File: config.mk
export PLATFORM = sky130hd
export DESIGN_NAME = smfl_top
export DESIGN_NICKNAME = d
export VERILOG_FILES = /design/src/verilog/smfl_pkg.sv /design/src/verilog/smfl_cmp_if.sv /design/src/verilog/smfl_glitch_filter.sv /design/src/verilog/smfl_top.sv
export SDC_FILE = /design/constraint.sdc
export NUM_CORES = 1
export LEC_CHECK = 0
export BUFFER_PORTS_ARGS = -buffer_cell sky130_fd_sc_hd__clkbuf_2
export CAP_MARGIN = 20
export CORE_MARGIN = 4
export CORE_UTILIZATION = 51
export CTS_CLUSTER_DIAMETER = 200
export CTS_CLUSTER_SIZE = 16
export DETAILED_ROUTE_END_ITERATION = 6
export GPL_ROUTABILITY_DRIVEN = 0
export PLACE_DENSITY = 0.8
export SYNTH_ARGS = -nofsm -noshare
export SYNTH_HDL_FRONTEND = slang
export SYNTH_SLANG_ARGS = --single-unit
File: constraint.sdc
create_clock -name sys_clk_in -period 1.93 [get_ports sys_clk_in]
set_input_delay 0.386 -clock sys_clk_in [delete_from_list [all_inputs] [get_ports sys_clk_in]]
set_output_delay 0.386 -clock sys_clk_in [all_outputs]
set_load 0.1 [all_outputs]
File: src/verilog/smfl_pkg.sv
// Constants for the supply monitor flag logic: register map, fields, timing.
// Assumes a 100 MHz core clock and an 8-bit special-function register port.
package smfl_pkg;
  localparam logic [7:0] SMFL_CTRL_ADDR     = 8'hDF;
  localparam logic [7:0] SMFL_CTRL_RESET    = 8'hDE;
  localparam int         SMFL_BIT_DIG_OK    = 7;
  localparam int         SMFL_BIT_ANA_OK    = 6;
  localparam int         SMFL_BIT_FAULT     = 5;
  localparam int         SMFL_BIT_DTRIP_HI  = 4;
  localparam int         SMFL_BIT_DTRIP_LO  = 3;
  localparam int         SMFL_BIT_ATRIP_HI  = 2;
  localparam int         SMFL_BIT_ATRIP_LO  = 1;
  localparam int         SMFL_BIT_ENABLE    = 0;
  localparam logic [1:0] SMFL_TRIP_RESET    = 2'h3;
  localparam int         SMFL_CLK_HZ        = 100_000_000;
  localparam int         SMFL_HOLDOFF_MS    = 250;
  localparam longint     SMFL_HOLDOFF_CYC   = longint'(SMFL_CLK_HZ) * SMFL_HOLDOFF_MS / 1000;
  localparam int         SMFL_GLITCH_CYC    = 4;
  localparam int         SMFL_CNT_W         = 25;
  localparam int         SMFL_GLT_W         = 3;
endpackage

File: src/verilog/smfl_cmp_if.sv
// Carries one filtered comparator result from a filter to the top.
// Assumes a single clock domain.
interface smfl_cmp_if;
  logic ok;
  modport src (output ok);
  modport dst (input ok);
endinterface

File: src/verilog/smfl_glitch_filter.sv
// Glitch filter for one comparator output.
// Assumes the raw comparator level is synchronous to the clock.
module smfl_glitch_filter
  import smfl_pkg::*;
(
  input  wire logic sys_clk_in,
  input  wire logic rst_n_in,
  input  wire logic clk_en_in,
  input  wire logic raw_ok_in,
  smfl_cmp_if.src   cmp
);
  logic [SMFL_GLT_W-1:0] cnt_reg;
  logic [SMFL_GLT_W-1:0] cnt_next;
  logic                  ok_reg;
  logic                  ok_next;

  // A new level must persist for the full window before it is accepted
  always_comb begin
    cnt_next = cnt_reg;
    ok_next  = ok_reg;
    if (raw_ok_in == ok_reg) begin
      cnt_next = '0;
    end else if (cnt_reg == SMFL_GLT_W'(SMFL_GLITCH_CYC - 1)) begin
      ok_next  = raw_ok_in;
      cnt_next = '0;
    end else begin
      cnt_next = cnt_reg + SMFL_GLT_W'(1);
    end
  end

  always_ff @(posedge sys_clk_in or negedge rst_n_in) begin
    if (!rst_n_in) begin
      cnt_reg <= '0;
      ok_reg  <= 1'b1;
    end else if (clk_en_in) begin
      cnt_reg <= cnt_next;
      ok_reg  <= ok_next;
    end
  end

  assign cmp.ok = ok_reg;
endmodule

File: src/verilog/smfl_top.sv
// Supply monitor flag logic: control/status register, fault flag, hold-off.
// Assumes analog comparators outside, driven by the trip selects, and a
// special-function register port from the core, all on one clock.
// Summary of operation
// - When enabled, both supplies are watched and a low one against its selected trip flags a fault.
// - The fault requests an interrupt only when the monitor interrupt enable is set.
// - Once both comparators are high a hold-off count runs and clears the flag if they stay high.
// - Short glitches on the comparator outputs are filtered out before they reach the flag.
// - Bit 7 reads the digital comparator and bit 6 the analog one, both read-only.
// - The fault flag in bit 5 is set whenever either comparator bit is low.
// - Software writes to the flag take effect, but a zero is ignored while a comparator is low.
// - Bits 4:3 select the digital trip level, 00 highest up to 11 lowest.
// - Bits 2:1 select the analog trip level with the same coding.
// - Bit 0 enables the monitor when written one and disables it when written zero.
// - After reset the register reads DEH.
// - A monitor interrupt clears the watchdog enable bit.
module smfl_top
  import smfl_pkg::*;
#(
  parameter longint HOLDOFF_CYC = smfl_pkg::SMFL_HOLDOFF_CYC
)
(
  input  wire logic       sys_clk_in,
  input  wire logic       rst_n_in,
  input  wire logic       clk_en_in,
  input  wire logic [7:0] sfr_addr_in,
  input  wire logic [7:0] sfr_wdata_in,
  input  wire logic       sfr_wr_in,
  output logic [7:0]      sfr_rdata_out,
  input  wire logic       digital_cmp_raw_in,
  input  wire logic       analog_cmp_raw_in,
  input  wire logic       monitor_irq_enable_in,
  output logic [1:0]      digital_trip_sel_out,
  output logic [1:0]      analog_trip_sel_out,
  output logic            comparator_enable_out,
  output logic            supply_irq_out,
  output logic            watchdog_enable_clear_out
);
  import smfl_pkg::*;

  smfl_cmp_if dig_if ();
  smfl_cmp_if ana_if ();

  logic       dig_raw;
  logic       ana_raw;
  logic       monitor_enable_reg;
  logic       monitor_enable_next;
  logic [1:0] dtrip_reg;
  logic [1:0] dtrip_next;
  logic [1:0] atrip_reg;
  logic [1:0] atrip_next;
  logic       supply_fault_flag_reg;
  logic       supply_fault_flag_next;
  logic [SMFL_CNT_W-1:0] hold_cnt_reg;
  logic [SMFL_CNT_W-1:0] hold_cnt_next;
  logic       holding_reg;
  logic       holding_next;
  logic [7:0] rdata_reg;
  logic [7:0] rdata_next;
  logic       irq_reg;
  logic       irq_next;
  logic       wd_clr_reg;
  logic       wd_clr_next;
  logic       digital_supply_ok;
  logic       analog_supply_ok;
  logic       both_ok;
  logic       ctrl_wr;

  // Disabled comparators read as good, so a disabled monitor never faults
  assign dig_raw = digital_cmp_raw_in | ~monitor_enable_reg;
  assign ana_raw = analog_cmp_raw_in | ~monitor_enable_reg;

  smfl_glitch_filter u_dig_filter (
    .sys_clk_in (sys_clk_in),
    .rst_n_in   (rst_n_in),
    .clk_en_in  (clk_en_in),
    .raw_ok_in  (dig_raw),
    .cmp        (dig_if.src)
  );

  smfl_glitch_filter u_ana_filter (
    .sys_clk_in (sys_clk_in),
    .rst_n_in   (rst_n_in),
    .clk_en_in  (clk_en_in),
    .raw_ok_in  (ana_raw),
    .cmp        (ana_if.src)
  );

  assign digital_supply_ok = dig_if.ok;
  assign analog_supply_ok  = ana_if.ok;
  assign both_ok           = digital_supply_ok & analog_supply_ok;
  assign ctrl_wr           = sfr_wr_in && (sfr_addr_in == SMFL_CTRL_ADDR);

  // Control fields
  always_comb begin
    monitor_enable_next = monitor_enable_reg;
    dtrip_next          = dtrip_reg;
    atrip_next          = atrip_reg;
    if (ctrl_wr) begin
      monitor_enable_next = sfr_wdata_in[SMFL_BIT_ENABLE];
      dtrip_next = sfr_wdata_in[SMFL_BIT_DTRIP_HI:SMFL_BIT_DTRIP_LO];
      atrip_next = sfr_wdata_in[SMFL_BIT_ATRIP_HI:SMFL_BIT_ATRIP_LO];
    end
  end

  // Fault flag and hold-off counter; hardware set wins over a software clear
  always_comb begin
    supply_fault_flag_next = supply_fault_flag_reg;
    hold_cnt_next          = hold_cnt_reg;
    holding_next           = holding_reg;
    if (ctrl_wr) begin
      supply_fault_flag_next = sfr_wdata_in[SMFL_BIT_FAULT];
    end
    if (!both_ok) begin
      supply_fault_flag_next = 1'b1;
      holding_next           = 1'b0;
      hold_cnt_next          = '0;
    end else if (supply_fault_flag_reg && !holding_reg) begin
      holding_next  = 1'b1;
      hold_cnt_next = '0;
    end else if (holding_reg) begin
      if (hold_cnt_reg == SMFL_CNT_W'(HOLDOFF_CYC - 1)) begin
        supply_fault_flag_next = 1'b0;
        holding_next           = 1'b0;
        hold_cnt_next          = '0;
      end else begin
        hold_cnt_next = hold_cnt_reg + SMFL_CNT_W'(1);
      end
    end
  end

  // Read data, interrupt and watchdog clear, all registered
  always_comb begin
    rdata_next = 8'h00;
    if (sfr_addr_in == SMFL_CTRL_ADDR) begin
      rdata_next[SMFL_BIT_DIG_OK] = digital_supply_ok;
      rdata_next[SMFL_BIT_ANA_OK] = analog_supply_ok;
      rdata_next[SMFL_BIT_FAULT]  = supply_fault_flag_reg;
      rdata_next[SMFL_BIT_DTRIP_HI:SMFL_BIT_DTRIP_LO] = dtrip_reg;
      rdata_next[SMFL_BIT_ATRIP_HI:SMFL_BIT_ATRIP_LO] = atrip_reg;
      rdata_next[SMFL_BIT_ENABLE] = monitor_enable_reg;
    end
    irq_next    = supply_fault_flag_reg & monitor_irq_enable_in;
    wd_clr_next = supply_fault_flag_reg & monitor_irq_enable_in;
  end

  // Reset gives DEH with flag clear and both comparator bits high
  always_ff @(posedge sys_clk_in or negedge rst_n_in) begin
    if (!rst_n_in) begin
      monitor_enable_reg    <= SMFL_CTRL_RESET[SMFL_BIT_ENABLE];
      dtrip_reg             <= SMFL_TRIP_RESET;
      atrip_reg             <= SMFL_TRIP_RESET;
      supply_fault_flag_reg <= 1'b0;
      hold_cnt_reg          <= '0;
      holding_reg           <= 1'b0;
      rdata_reg             <= 8'h00;
      irq_reg               <= 1'b0;
      wd_clr_reg            <= 1'b0;
    end else if (clk_en_in) begin
      monitor_enable_reg    <= monitor_enable_next;
      dtrip_reg             <= dtrip_next;
      atrip_reg             <= atrip_next;
      supply_fault_flag_reg <= supply_fault_flag_next;
      hold_cnt_reg          <= hold_cnt_next;
      holding_reg           <= holding_next;
      rdata_reg             <= rdata_next;
      irq_reg               <= irq_next;
      wd_clr_reg            <= wd_clr_next;
    end
  end

  assign sfr_rdata_out             = rdata_reg;
  assign digital_trip_sel_out      = dtrip_reg;
  assign analog_trip_sel_out       = atrip_reg;
  assign comparator_enable_out     = monitor_enable_reg;
  assign supply_irq_out            = irq_reg;
  assign watchdog_enable_clear_out = wd_clr_reg;
endmodule
# --- Word level (Yosys, flattened, before mapping) ---
# Cells that the tools add are included.
word_totals:
  elab_cells: 54
  output_inout_bits: 15
  inputBits: 23
  register_bits: 49
classes:
  bitwise: 7
  n_eq_ne: 7
  addsub: 3
  n_reduce_logical: 7
  muxes: 18
op_table:
  columns: ["cell", "n"]
  rows:
  - ["$mux W25", 4]
  - ["$add A25 B1 Y25 const B", 1]
  - ["$eq A25 B25 Y1 const B", 1]
  - ["$mux W3", 4]
  - ["$mux W1", 9]
  - ["$eq A8 B8 Y1 const B", 1]
  - ["$mux W8", 1]
  - ["$add A3 B1 Y3 const B", 2]
  - ["$eq A3 B2 Y1 const B", 2]
  - ["$reduce_and A3 Y1", 2]
  - ["$reduce_and A2 Y1", 2]
  - ["$ne A3 B2 Y1 const B", 1]
  - ["$not A1 Y1", 3]
  - ["$and A1 B1 Y1", 2]
  - ["$eq A1 B1 Y1", 2]
  - ["$logic_and A1 B1 Y1", 2]
  - ["$or A1 B1 Y1", 2]
  - ["$logic_not A1 Y1", 1]

# --- Logic depth before layout (Yosys ltp) ---
depth:
  depth_word: 7
  ltp_mapped: 7
  depth_no_buf: 6

# --- Cells and area by module ---
# From an unflattened synthesis, not the netlist that was laid out.
hier_totals:
  hier_cells: 248
  area_unflattened_um2: 2555.0
by_module_without_submodules:
  columns: ["module", "cells_each", "area_each_um2", "seq_area_each_um2", "instances"]
  rows:
  - ["smfl_top", 212, 2152.1, 1031.0, 1]
  - ["smfl_glitch_filter", 18, 201.4, 101.3, 2]

# --- Least setup slack after synthesis ---
# Ideal clock, no wire load.
synth_timing:
  path_kind: "register -> register"
  startpoint: "reg hold_cnt_reg[17]"
  endpoint: "reg hold_cnt_reg[6]"
  arrival_time_ns: 1.821
  t_required_ns: 1.804
  path_buffers: 0
  path_stages_with_launch: 6
  synth_period_minus_slack_ns: 1.947
  setup_time_ns: 0.126
  slack_ns: -0.017
  path_cell_list: "dfrtp_1 > nor4b_4 > nand4_2 > o41ai_4 > nor3_4 > a221o_1"
synth_via:
  elab_chain_len: 5
synth_lines:
  columns: ["element", "line_no", "source"]
  rows:
  - ["start: declaration", "smfl_top.sv:54", "logic [SMFL_CNT_W-1:0] hold_cnt_reg;"]
  - ["start signal: assignment", "smfl_top.sv:164", "hold_cnt_reg <= hold_cnt_next;"]
  - ["$eq A25 B25 Y1", "smfl_top.sv:122", "if (hold_cnt_reg == SMFL_CNT_W'(HOLDOFF_CYC - 1)) begin"]
  - ["$mux W25", "smfl_top.sv:122", null]
  - ["$mux W25", "smfl_top.sv:121", "end else if (holding_reg) begin"]
  - ["$mux W25", "smfl_top.sv:118", "end else if (supply_fault_flag_reg && !holding_reg) begin"]
  - ["$mux W25", "smfl_top.sv:114", "if (!both_ok) begin"]
# Every way passes these cells. The select of a mux whose other input is x is not followed.
# A chain may end at the register's enable or synchronous reset.

# --- Worst setup path in the final report ---
layout_timing:
  startpoint: "reg hold_cnt_reg[7]"
  endpoint: "reg hold_cnt_reg[3]"
# The elaborated chain is that of the path after synthesis.

==> results summary <==
The flow ran to the end, but the final reports show violations. The final reports fail on setup timing. The largest family of logic cells by synthesized area is simple AND/OR/NAND/NOR gates. In the synthesized netlist, mux cells make up between 3 and 4% of the area. The max-capacitance violation count is 0. The effective utilization at floorplan is 52.8%.

The HPWL after detailed placement is ~4300 um. The post-synthesis share of cell area spent on xor and xnor gates came out at 4.57%. The launching element of the worst setup path is hold_cnt_reg[7].

Synthesis handed over a netlist of between 200 and 250 instances. The tightest min-delay check is of the input pin to async pin type. After synthesis the cells add up to 2490 um^2. The clock period minus worst slack came out at between 1500 and 2000 ps. The root buffer cell is clkbuf_8. The number of placement rows came out at 25. The H-tree was split into 2 levels. The worst-case headroom to the max-slew limit is 59.1%.

The number of antenna diodes came out at 0. The register area share after synthesis came out at between 40 and 50%. The synthesized netlist devotes around 1.5% of its cell area to adder and majority cells. The die height is 77.9 um. The total of warnings raised by yosys is 0. The filler-free cell count of the finished design is 381. The area of the multi-input gates is about 1300 um^2. The global-route layer with the greatest usage is met2. A synthesized cell averages roughly 11 um^2.

The top cell type by area accounts for around 43% of the synthesized area. Across the VDD grid, the largest voltage drop is approximately 670 uV. The clock sink count came out at roughly 50.

From left edge to right edge, the die measures approximately 80 um. The number of clock buffers added by TritonCTS is 5. In this run the power density over the cells is roughly 860 nW/um^2. The clock arrives with about 9.2 ps of skew.

The global-route met1 utilization is between 20% and 30%. The combined global-route utilization of all metal layers is between 20% and 30%. The post-detailed-route count of antenna-violating nets came out at 0. The combinational power share came out at between 30% and 40%. The final worst-path cycle share came out at 103%. Entering global routing, the biggest net connects 50 pins. In the final routed layout, each cell accounts on average for between 15 and 20 um. The compound-gate portion of the synthesized area came out at between 10% and 20%. The critical path in this run is classified as register to register. Hold repair after CTS inserted 0 buffers.

The final global-route overflow total is 0. The number of global-route vias before repair is around 2.2k. The share of total power dissipated in sequential elements is approximately 43%. In this run the worst path has a maximum fanout of 8. The pre-CTS setup slack came out at -106 ps. The library cells used most frequently in the layout, excluding fill and tap cells, are 43 x dfrtp_1, 37 x buf_4, 35 x clkbuf_2. The maximum clock insertion buffer count came out at 2.

Summed over all nets, the switching power comes to 0.000967 W. The net count after synthesis is between 200 and 300. For this run, design rule violations remaining after detail routing come to 0.

The placed instance count came out at approximately 370. The count of nets after finishing is between 300 and 400. The internal power is ~0.0018 W. STA classifies the critical path endpoint as a register.

At the later pin of the worst-skew pair, clock insertion delay measures roughly 310 ps. During placement, the flow inserted port buffers numbering 35. The data required time at the worst endpoint is 2130 ps. The count of state elements after synthesis is 49.

After detailed routing, the total wire length is around 6000 um. Of the total power, the share spent switching nets is between 30% and 40%. The total negative setup slack came out at -320 ps.

The launch point of the worst reg-to-reg path is hold_cnt_reg[7]. The number of pins with negative max-slew slack in the final report is 0. The largest total area in the synthesized netlist belongs to dfrtp_1. The number of fill cells in the layout is between 300 and 400. The setup slack of the critical path after layout came out at -56.4 ps. The count of TritonRoute iterations in the first routing pass came out at 4. The flip-flop count of the largest register after layout is 25.

The sequential cell area in the final layout is 1230 um^2. The clock transition time at the flip-flop clock pins of the worst setup and hold paths came out at approximately 90 ps. The number of antenna violations at the first check in global routing is 0. The floorplan step defined a die boundary enclosing 6070 um^2. The slew at the pin with the worst max-slew slack came out at ~610 ps. The via total after detailed routing came out at about 2.2k.

The tightest hold margin came out at around 170 ps. The fraction of layout instances using a drive strength above 1 came out at a little under two fifths. The fmax came out at 0.503 GHz.

STA puts the critical path data arrival time at approximately 2200 ps. The count of routing violations after the opening detailed-route iteration is between 150 and 200. The simple logic cell fraction of the synthesized area is between 20 and 25%. The area growth from synthesis to layout is 30.7%.

The distinct cell type count after synthesis is 52. After synthesis, the cell types taking the most area are dfrtp_1 43%, dfstp_2 6.3%, a22o_1 3.9%, nor2_1 3.6%, mux2_2 3.2%. The vias per cell is between 5 and 6. Leaving out fill and tap cells, the most frequent cell in the layout is dfrtp_1. The number of I/O pins came out at 38. The final hold violation count was 0. Setup repair after global routing could not meet its margin everywhere. The total of endpoints with negative setup slack in the final report came out at 16. The placeable core area is between 4000 and 5000 um^2.

The utilization after layout is approximately 69%. Global routing used 34.3% of the available met2 tracks. The global-route wire length before repair came out at slightly above 10,000 um. The clock tree from TritonCTS is yes. The worst setup path is launched from a register. The portion of total power attributed to the clock network came out at about 23%. The leakage dissipation is about 1.5 nW.

For met3 alone, demand over resource in global routing was between 4 and 5%.
## Yosys cell counts (all sizes together)
library cell	n
clkbuf	4
a21o	1
nor3b	1
o21ai	11
nand2b	4
a22o	11
a41oi	1
a21boi	1
nand4b	2
nor3	5
nand3	11
a21oi	4
xnor2	4
nand2	17
buf	3
nor4b	2
mux2	8
o41ai	1
or2	1
and2	2
and3	3
or4	1
a31oi	4
nor4	4
o31ai	4
and4bb	2
a211o	1
o41a	1
a221o	2
nand3b	1
nand4	12
dfrtp	43
ha	3
nor2b	2
and4	1
clkinv	1
inv	9
o2bb2ai	6
xor2	9
dfstp	6
or3	3
nor2	25
## worst max-delay path: stages, from the launching register on
cell and delay [ps]:
dfrtp_1 420, nor4b_4 290, nand4_2 200, buf_6 170
o41ai_4 220, buf_6 180, nor3_4 70, a221o_1 320
## stage by stage
stage / total power (W) / cell area (um^2)
2_1_floorplan: 0.00168 / 2510
5_1_grt: 0.00293 / 3260
6_report: 0.00279 / 3260
3_3_place_gp: 0.00195 / 3040
4_1_cts: 0.00265 / 3170
3_5_place_dp: 0.00198 / 3040
## repair_timing
item / in CTS / in global routing
gates cloned: 0 / 0
pin swaps: 2 / 5
buffers inserted: 1 / 1
resized for setup: 7 / 17
setup endpoints to repair: 23 / 26
## cell families after synthesis
family | count (synthesis)
XOR/XNOR | 13
flip-flops | 49
AO/OA/AOI/OAI | 48
AND/OR/NAND/NOR | 99
buffers and inverters | 17
multiplexers | 8
adder cells (fa/ha/maj) | 3
## layer usage
metal  share of wire (%)  wire length, um  vias up
met5                   0                0        -
met4                 1.2               73        0
met3                 4.5              272        9
met2                  50             3040       52
met1                  44             2710     1071
li1                    -                -     1027
## final timing paths
path / slack, ps / endpoint / cells past startpoint
setup / recovery: -60 / hold_cnt_reg[3] / 7
max in group asynchronous: 1360 / holding_reg / 2
min in group sys_clk_in: 290 / digital_trip_sel_out[0] / 2
setup reg to reg: -60 / hold_cnt_reg[3] / 7
hold reg to reg: 490 / u_dig_filter.cnt_reg[2] / 1
hold / removal: 170 / hold_cnt_reg[1] / 2
## power by group through the flow
stage                     Clock, W  Combinational [W]  Sequential [W]
after floorplan                  0           0.000435         0.00124
after global placement           0           0.000733         0.00121
after detailed placement         0           0.000764         0.00122
after CTS                 0.000652           0.000803         0.00120
after global routing      0.000698            0.00103         0.00121
final                     0.000637           0.000954         0.00120
## layout make-up
cell class              count  area share, %
clock buffers               5           2.11
clock inverters             3          0.768
inverters                  10           1.15
multi-input cells         171           39.7
flip-flops and latches     49           37.9
well taps                  67           2.57
repair buffers             76           15.8
Power figures use the tool's default switching activity.
